**config.mk**
```make
export PLATFORM = sky130hd
export DESIGN_NAME = nvmpa_top
export DESIGN_NICKNAME = d
export VERILOG_FILES = /design/src/rtl/nvmpa_mem.v /design/src/rtl/nvmpa_top.v
export VERILOG_INCLUDE_DIRS = /design/src /design/src/shared
export SDC_FILE = /design/constraint.sdc
export NUM_CORES = 2
export LEC_CHECK = 0
export BUFFER_PORTS_ARGS = -buffer_cell sky130_fd_sc_hd__buf_2
export CORE_MARGIN = 2
export CORE_UTILIZATION = 25
export DETAILED_ROUTE_END_ITERATION = 12
export SLEW_MARGIN = 20
export SYNTH_ARGS = -nofsm -noshare
export SYNTH_HDL_FRONTEND = slang
export SYNTH_SLANG_ARGS = --single-unit
```
**constraint.sdc**
```tcl
create_clock -name CORE_CLK -period 7.7 [get_ports CORE_CLK]
set_input_delay 0.385 -clock CORE_CLK [delete_from_list [all_inputs] [get_ports CORE_CLK]]
set_output_delay 0.385 -clock CORE_CLK [all_outputs]
set_load 0.005 [all_outputs]
```
**src/shared/nvmpa_regs.vh**
```
`ifndef NVMPA_REGS_VH
`define NVMPA_REGS_VH

// host page that holds the memory access registers
`define NVM_PAGE            4'h5

// register offsets within that page
`define NVM_OFS_WINDOW_LAST 8'h7F
`define NVM_OFS_CACHE_LOW   8'h80
`define NVM_OFS_CACHE_HIGH  8'h81
`define NVM_OFS_PAGE_PTR    8'h82
`define NVM_OFS_COMMAND     8'h83
`define NVM_OFS_CSUM_TRIG   8'h84
`define NVM_OFS_ACTIVITY    8'h85
`define NVM_OFS_CSUM_STAT   8'h86
`define NVM_OFS_CSUM_VALUE  8'h87

// field positions
`define NVM_CMD_PROGRAM_BIT 0
`define NVM_CMD_ERASE_BIT   1
`define NVM_TRIG_CALC_BIT   0
`define NVM_ACT_READ_BIT    0
`define NVM_ACT_ERASE_BIT   1
`define NVM_ACT_PROG_BIT    2
`define NVM_CST_BUSY_BIT    0
`define NVM_CST_GOOD_BIT    1

// reset and fill values
`define NVM_BYTE_RESET      8'h00
`define NVM_ERASED_VAL      8'h00
`define NVM_CSUM_RESET      8'h01
`define NVM_CSUM_INIT       8'hFF
`define NVM_CSUM_POLY       8'h07
`define NVM_LAST_INDEX      7'h7F

// timing, core clock period and operation times in ns
`define NVM_CLK_NS          10
`define NVM_T_PROG_NS       8000
`define NVM_T_ERASE_NS      8000
`define NVM_T_READ_NS       40
`define NVM_PROG_CYC        ((`NVM_T_PROG_NS + `NVM_CLK_NS - 1) / `NVM_CLK_NS)
`define NVM_ERASE_CYC       ((`NVM_T_ERASE_NS + `NVM_CLK_NS - 1) / `NVM_CLK_NS)
`define NVM_READ_CYC        ((`NVM_T_READ_NS + `NVM_CLK_NS - 1) / `NVM_CLK_NS)

`endif

```
**src/rtl/nvmpa_mem.v**
```verilog
`timescale 1ns/100ps
`include "nvmpa_regs.vh"

module nvmpa_mem (
   input  wire       clk,
   input  wire       nrst,
   input  wire       wr_en,
   input  wire [5:0] wr_page,
   input  wire [7:0] wr_lo,
   input  wire [7:0] wr_hi,
   input  wire [6:0] rd_idx_a,
   input  wire [6:0] rd_idx_b,
   output wire [7:0] rd_a,
   output wire [7:0] rd_b
);

   wire [7:0] mem_q [0:127];

   genvar gi;
   generate
      for (gi = 0; gi < 128; gi = gi + 1) begin : g_byte
         reg [7:0] cell_q;
         localparam integer PAGE_IDX = gi / 2;
         // page n owns bytes 2n (low cache byte) and 2n+1 (high cache byte)
         always @(posedge clk) begin
            if (!nrst) begin
               cell_q <= `NVM_BYTE_RESET;
            end else if (wr_en && (wr_page == PAGE_IDX[5:0])) begin
               cell_q <= (gi % 2 == 0) ? wr_lo : wr_hi;
            end
         end
         assign mem_q[gi] = cell_q;
      end
   endgenerate

   // two independent read ports, host side and checksum walker
   assign rd_a = mem_q[rd_idx_a];
   assign rd_b = mem_q[rd_idx_b];

endmodule // nvmpa_mem

```
**src/rtl/nvmpa_top.v**
```verilog
`timescale 1ns/100ps
`include "nvmpa_regs.vh"

module nvmpa_top (
   input  wire       CORE_CLK,
   input  wire       NRST,
   input  wire [3:0] HOST_PAGE,
   input  wire [7:0] HOST_OFFSET,
   input  wire       HOST_WR,
   input  wire [7:0] HOST_WDATA,
   input  wire       HOST_RD,
   output wire [7:0] HOST_RDATA,
   output wire       HOST_RVALID
);

   localparam ST_IDLE  = 2'd0;
   localparam ST_ERASE = 2'd1;
   localparam ST_PROG  = 2'd2;
   localparam ST_CSUM  = 2'd3;

   // counts are worked out at integer width, then cut to the counter widths on purpose
   // limitation: an operation time above 16 bits of core cycles would wrap the timer
   localparam integer PROG_CYC_FULL  = `NVM_PROG_CYC;
   localparam integer ERASE_CYC_FULL = `NVM_ERASE_CYC;
   localparam integer READ_CYC_FULL  = `NVM_READ_CYC;
   localparam [15:0]  PROG_CYC       = PROG_CYC_FULL[15:0];
   localparam [15:0]  ERASE_CYC      = ERASE_CYC_FULL[15:0];
   localparam [3:0]   READ_CYC       = READ_CYC_FULL[3:0];

   reg  [7:0]  cache_low_q;
   reg  [7:0]  cache_low_d;
   reg  [7:0]  cache_high_q;
   reg  [7:0]  cache_high_d;
   reg  [5:0]  page_ptr_q;
   reg  [5:0]  page_ptr_d;
   reg  [1:0]  state_q;
   reg  [1:0]  state_d;
   reg  [15:0] timer_q;
   reg  [15:0] timer_d;
   reg  [5:0]  op_page_q;
   reg  [5:0]  op_page_d;
   reg  [7:0]  op_lo_q;
   reg  [7:0]  op_lo_d;
   reg  [7:0]  op_hi_q;
   reg  [7:0]  op_hi_d;
   reg  [6:0]  csum_idx_q;
   reg  [6:0]  csum_idx_d;
   reg  [7:0]  csum_q;
   reg  [7:0]  csum_d;
   reg         csum_good_q;
   reg         csum_good_d;
   reg  [3:0]  rd_cnt_q;
   reg  [3:0]  rd_cnt_d;
   reg  [6:0]  rd_idx_q;
   reg  [6:0]  rd_idx_d;
   reg  [7:0]  rdata_q;
   reg  [7:0]  rdata_d;
   reg         rvalid_q;
   reg         rvalid_d;
   reg         mem_wr;
   reg  [7:0]  reg_rdata;

   wire [7:0]  mem_rd_a;
   wire [7:0]  mem_rd_b;
   wire        sel_page;
   wire        win_hit;
   wire        read_busy;
   wire [7:0]  activity;
   wire [7:0]  command_rb;
   wire [7:0]  trig_rb;
   wire [7:0]  csum_stat;

   // byte-wide checksum step, msb first
   function [7:0] csum_step;
      input [7:0] crc_in;
      input [7:0] data_in;
      reg   [7:0] c;
      integer     k;
      begin
         c = crc_in ^ data_in;
         for (k = 0; k < 8; k = k + 1) begin
            c = c[7] ? ((c << 1) ^ `NVM_CSUM_POLY) : (c << 1);
         end
         csum_step = c;
      end
   endfunction

   // decode of the memory access page
   assign sel_page  = (HOST_PAGE == `NVM_PAGE);
   assign win_hit   = sel_page && (HOST_OFFSET <= `NVM_OFS_WINDOW_LAST);
   assign read_busy = (rd_cnt_q != 4'h0) || (state_q == ST_CSUM);

   // status views built from live state
   assign activity   = {5'h00, (state_q == ST_PROG), (state_q == ST_ERASE), read_busy};
   assign command_rb = {6'h00, (state_q == ST_ERASE), (state_q == ST_PROG)};
   assign trig_rb    = {7'h00, (state_q == ST_CSUM)};
   assign csum_stat  = {6'h00, csum_good_q, (state_q == ST_CSUM)};

   // register read mux for the non-window offsets
   always @* begin
      reg_rdata = 8'h00;
      if (!sel_page) begin
         reg_rdata = 8'h00;
      end else if (HOST_OFFSET == `NVM_OFS_CACHE_LOW) begin
         reg_rdata = cache_low_q;
      end else if (HOST_OFFSET == `NVM_OFS_CACHE_HIGH) begin
         reg_rdata = cache_high_q;
      end else if (HOST_OFFSET == `NVM_OFS_PAGE_PTR) begin
         reg_rdata = {2'b00, page_ptr_q};
      end else if (HOST_OFFSET == `NVM_OFS_COMMAND) begin
         reg_rdata = command_rb;
      end else if (HOST_OFFSET == `NVM_OFS_CSUM_TRIG) begin
         reg_rdata = trig_rb;
      end else if (HOST_OFFSET == `NVM_OFS_ACTIVITY) begin
         reg_rdata = activity;
      end else if (HOST_OFFSET == `NVM_OFS_CSUM_STAT) begin
         reg_rdata = csum_stat;
      end else if (HOST_OFFSET == `NVM_OFS_CSUM_VALUE) begin
         reg_rdata = csum_q;
      end
   end

   // host register writes
   always @* begin
      cache_low_d  = cache_low_q;
      cache_high_d = cache_high_q;
      page_ptr_d   = page_ptr_q;
      if (HOST_WR && sel_page) begin
         if (HOST_OFFSET == `NVM_OFS_CACHE_LOW) begin
            cache_low_d = HOST_WDATA;
         end else if (HOST_OFFSET == `NVM_OFS_CACHE_HIGH) begin
            cache_high_d = HOST_WDATA;
         end else if (HOST_OFFSET == `NVM_OFS_PAGE_PTR) begin
            page_ptr_d = HOST_WDATA[5:0];
         end
      end
   end

   // operation sequencer: erase, program and checksum walk
   always @* begin
      state_d     = state_q;
      timer_d     = timer_q;
      op_page_d   = op_page_q;
      op_lo_d     = op_lo_q;
      op_hi_d     = op_hi_q;
      csum_idx_d  = csum_idx_q;
      csum_d      = csum_q;
      csum_good_d = csum_good_q;
      mem_wr      = 1'b0;
      case (state_q)
         ST_IDLE: begin
            // commands only land while idle, so a slow host cannot corrupt a running page
            if (HOST_WR && sel_page && (HOST_OFFSET == `NVM_OFS_COMMAND)) begin
               // both bits set: erase wins, the program bit is dropped and the page ends erased
               if (HOST_WDATA[`NVM_CMD_ERASE_BIT]) begin
                  state_d   = ST_ERASE;
                  timer_d   = ERASE_CYC - 16'h0001;
                  op_page_d = page_ptr_q;
                  op_lo_d   = `NVM_ERASED_VAL;
                  op_hi_d   = `NVM_ERASED_VAL;
               end else if (HOST_WDATA[`NVM_CMD_PROGRAM_BIT]) begin
                  state_d   = ST_PROG;
                  timer_d   = PROG_CYC - 16'h0001;
                  op_page_d = page_ptr_q;
                  op_lo_d   = cache_low_q;
                  op_hi_d   = cache_high_q;
               end
            end else if (HOST_WR && sel_page && (HOST_OFFSET == `NVM_OFS_CSUM_TRIG)) begin
               if (HOST_WDATA[`NVM_TRIG_CALC_BIT]) begin
                  state_d     = ST_CSUM;
                  csum_idx_d  = 7'h00;
                  csum_d      = `NVM_CSUM_INIT;
                  csum_good_d = 1'b0;
               end
            end
         end
         ST_ERASE, ST_PROG: begin
            // page data is latched at start, cache edits during the wait do not leak in
            if (timer_q == 16'h0000) begin
               mem_wr  = 1'b1;
               state_d = ST_IDLE;
            end else begin
               timer_d = timer_q - 16'h0001;
            end
         end
         ST_CSUM: begin
            if (csum_idx_q == `NVM_LAST_INDEX) begin
               csum_good_d = (csum_q == mem_rd_b);
               state_d     = ST_IDLE;
            end else begin
               csum_d     = csum_step(csum_q, mem_rd_b);
               csum_idx_d = csum_idx_q + 7'h01;
            end
         end
         default: begin
            state_d = ST_IDLE;
         end
      endcase
   end

   // host read path: window reads take the array access time, registers answer next cycle
   // a read issued while a window read is pending is dropped, the host waits for the answer
   always @* begin
      rd_cnt_d = rd_cnt_q;
      rd_idx_d = rd_idx_q;
      rdata_d  = rdata_q;
      rvalid_d = 1'b0;
      if (rd_cnt_q != 4'h0) begin
         if (rd_cnt_q == 4'h1) begin
            rdata_d  = mem_rd_a;
            rvalid_d = 1'b1;
         end
         rd_cnt_d = rd_cnt_q - 4'h1;
      end else if (HOST_RD) begin
         if (win_hit) begin
            rd_cnt_d = READ_CYC;
            rd_idx_d = HOST_OFFSET[6:0];
         end else begin
            rdata_d  = reg_rdata;
            rvalid_d = 1'b1;
         end
      end
   end

   // state registers
   always @(posedge CORE_CLK) begin
      if (!NRST) begin
         cache_low_q  <= `NVM_BYTE_RESET;
         cache_high_q <= `NVM_BYTE_RESET;
         page_ptr_q   <= 6'h00;
         state_q      <= ST_IDLE;
         timer_q      <= 16'h0000;
         op_page_q    <= 6'h00;
         op_lo_q      <= 8'h00;
         op_hi_q      <= 8'h00;
         csum_idx_q   <= 7'h00;
         csum_q       <= `NVM_CSUM_RESET;
         csum_good_q  <= 1'b0;
         rd_cnt_q     <= 4'h0;
         rd_idx_q     <= 7'h00;
         rdata_q      <= 8'h00;
         rvalid_q     <= 1'b0;
      end else begin
         cache_low_q  <= cache_low_d;
         cache_high_q <= cache_high_d;
         page_ptr_q   <= page_ptr_d;
         state_q      <= state_d;
         timer_q      <= timer_d;
         op_page_q    <= op_page_d;
         op_lo_q      <= op_lo_d;
         op_hi_q      <= op_hi_d;
         csum_idx_q   <= csum_idx_d;
         csum_q       <= csum_d;
         csum_good_q  <= csum_good_d;
         rd_cnt_q     <= rd_cnt_d;
         rd_idx_q     <= rd_idx_d;
         rdata_q      <= rdata_d;
         rvalid_q     <= rvalid_d;
      end
   end

   nvmpa_mem u_mem (
      .clk      (CORE_CLK),
      .nrst     (NRST),
      .wr_en    (mem_wr),
      .wr_page  (op_page_q),
      .wr_lo    (op_lo_q),
      .wr_hi    (op_hi_q),
      .rd_idx_a (rd_idx_q),
      .rd_idx_b (csum_idx_q),
      .rd_a     (mem_rd_a),
      .rd_b     (mem_rd_b)
   );

   assign HOST_RDATA  = rdata_q;
   assign HOST_RVALID = rvalid_q;

endmodule // nvmpa_top

```
==> results.md <==
* Root buffer cell: clkbuf_16
* Num ports at 33
* Latest clock arrival within the worst-skew pair at 770 ps
* Worst endpoint data arrival time at 5480 ps
* Reg clk slew, reported paths at 70 ps
* Final setup vio count at 0
* Synth Area in Adders at 0.00195
* Vias in the first global route at 46900
* Cell leakage power at 19.0 nW
* Critical-path cell list: buf_4 -> inv_1 -> a2111oi_0 -> a311oi_1 -> a2111oi_1 -> buf_4 -> a32oi_1 -> xnor2_2 -> xnor3_1 -> xor2_1 -> a21oi_1
* TNS Setup at 0 ps
* DP Area at 60400 µm²
* Unrepaired setup endpoints after global routing: false
* Yosys warns at 0
* Row count at 176
* TritonCTS clock tree: done
* Fin Hold WS at 112 ps
* Placed cell count at 8658
* Input/output buffers at 32
* Mux contribution to synthesized area at 0.275
* Worst Max-Slew Pin Slew at 1250 ps
* Routed via count at 50200
* Total clock sinks at 1122
* Cell variety after synth at 75
* DRC viols at 0
* Die Area at 235000 µm²
* Crit-path slowest cell: dfxtp_4
* Min Tclk post-route at 4790 ps
* Max Slew Vio Count at 0
* CP Max Fanout at 34
* Synth Area in Simple Gates at 0.136
* Post-route cell area at 64700 µm²
* Cells after synthesis at 6114
* Max cap viols at 0
* WL per Instance at 25.0 µm
* Initial DRC count at 7204
* Setup ws final at 2910 ps
* Hold Vio Cnt, Final at 0
* Crit path required time at 8390 ps
* TritonCTS Buffers at 119
* Fin crit share at 0.622
* Max-slew headroom at 0.168
* GRT Total Usage at 0.181
* Largest family of logic cells by synthesized area: multiplexers
* Routed WL at 223 mm
* Worst Skew at 33.5 ps
* Initial antenna violation count at 10
* Critical path class: flip-flop to flip-flop
* Sequential area share after synthesis at 0.389
* Final core occ at 0.281
* Fmax at 209 MHz
* Die Span Y at 485 µm
* Hold WC Path Type: input port to flip-flop
* Final nets at 5799
* Net Count, Synth at 6147
* Core box area at 230000 µm²
* Share of cells above drive strength 1 at 0.178
* Clock Path Buffers at 3
* Number of enable flip-flop cells after synthesis at 0
* Final ANT Viol Nets at 0
* Initial core utilization at 0.251
* First-pass GRT wire length at 325 mm
* Layout Cells excl Fill at 8899
* Setup crit end kind: flip-flop
* Compound-Gate Fraction of Synth Area at 0.144
* Htree depth at 3
* PwrDens at 198 nW/µm²
* CP most frequent cell: buf_4
* Post-Syn Area per Cell at 9.46 µm²
* Area Growth Syn to Fin at 11.9%
* Power, Total at 12.8 mW
* Post-Place Worst Slack at 3030 ps
* #FFs+latches synth at 1122
* GRT Residual Overflow at 0
* Mapped cell area at 57800 µm²
* TritonRoute pass-1 iters at 8
* Routability cong. at 0.994
* Max VDD drop at 191 µV
* Die Width at 485 µm
* Critical path startpoint category: flip-flop
* Post-Synth XOR/XNOR Area at 0.00593
* Largest net degree at the start of global routing at 225
* Status: complete, no violations
* Post-synth ARST share at 0
* Post-synth top flop: dfxtp_1
* Vias per cell at 5.64
* DPL Wire Length at 139 mm
* CP max stage delay at 820 ps
[cells in the final DEF, fill, tap and decap left out, types with 12 or more instances in the layout]
cell type / count
mux2i_1: 256
buf_12: 13
xor2_1: 15
buf_4: 120
and2_1: 13
xnor2_1: 16
nand3_1: 219
inv_1: 12
dfxtp_4: 22
nand2_1: 1246
nor2_2: 21
dlygate4sd3_1: 13
nor2b_1: 46
clkbuf_1: 25
a21boi_0: 62
clkbuf_16: 122
a31oi_1: 12
nor2_1: 239
dfxtp_1: 1098
a21oi_1: 874
clkbuf_8: 37
nor3_1: 15
o21ai_0: 451
mux4_2: 577
a22oi_1: 36
buf_2: 31
and3_1: 24
mux2_2: 14
clkinv_2: 19
[repair_timing]
action,in CTS,in global routing
hold buffers,13,0
gates resized for setup,0,0
buffers inserted,0,0
endpoints found under the hold margin,25,0
[worst max-delay path: cells and delay by family (launching register included)]
family,cells,cell delay [ps]
xor gates and xnor gates,3,960
buffers and inverters,3,1480
DFF,1,820
AOI/OAI and AO/OA,5,1420
[Yosys cell counts (all sizes together) (36+ instances only)]
master     n  area, µm²
nand3    221       1110
clkbuf   461       1730
mux2i    256       2560
o21ai    459       2300
a22oi     36        270
a21oi    876       4390
nand2   1253       4700
mux4     584      13200
nor2     266       1050
buf      185       1040
a21boi    62        465
dfxtp   1122      22500
nor2b     52        325
[routing by layer]
metal	part of all wire	GRT usage	wire, µm	vias to the layer above
met2	0.43	0.270	96700	3185
met1	0.38	0.236	85500	25000
met4	0.063	0.100	14100	10
met3	0.12	0.0499	26400	621
met5	0.00035	0	77	-
li1	-	-	-	21300
[path summary, 6_finish.rpt]
kind / slack (ps) / to / from / cells past startpoint
min: 110 / rd_cnt_q[2] / HOST_RD / 4
max reg2reg: 2910 / csum_q[2] / csum_idx_q[0] / 11
min reg2reg: 470 / u_mem.g_byte[10].cell_q[5] / u_mem.g_byte[10].cell_q[5] / 2
max: 2910 / csum_q[2] / csum_idx_q[0] / 11
[power by group]
part | internal [mW] | switching (mW) | leakage (nW)
sequential | 5.83 | 0.0444 | 9.05
clock | 3.62 | 2.56 | 2.06
combinational | 0.214 | 0.546 | 7.93
total | 9.67 | 3.15 | 19.0
[layout make-up]
cell class              count  area, µm²
flip-flops and latches   1122      22500
repair buffers            177       1450
inverters                  14       60.1
fillers                 23900     165000
clock buffers             184       3660
multi-input cells        4332      32700
clock inverters            40        517
diodes                      4       10.0
well taps                3026       3790
[registers in the layout (all words and copies together) (netlist names), 7 cells and up]
register	count
rd_idx_q	7
cache_high_q	8
csum_q	8
timer_q	16
op_lo_q	8
HOST_RDATA	8
cache_low_q	8
op_hi_q	8
u_mem.g_byte.cell_q	1024
csum_idx_q	7
[kinds of logic (layout without fill, tap and decap cells)]
logic type	Yosys count	after routing
compound gates	1537	1537
xor+xnor	35	35
fa+ha+maj	9	9
buf+inv	660	415
flops	1122	1122
mux	854	854
other cells	0	4
simple gates	1897	1897
Power figures use the tool's default switching activity.
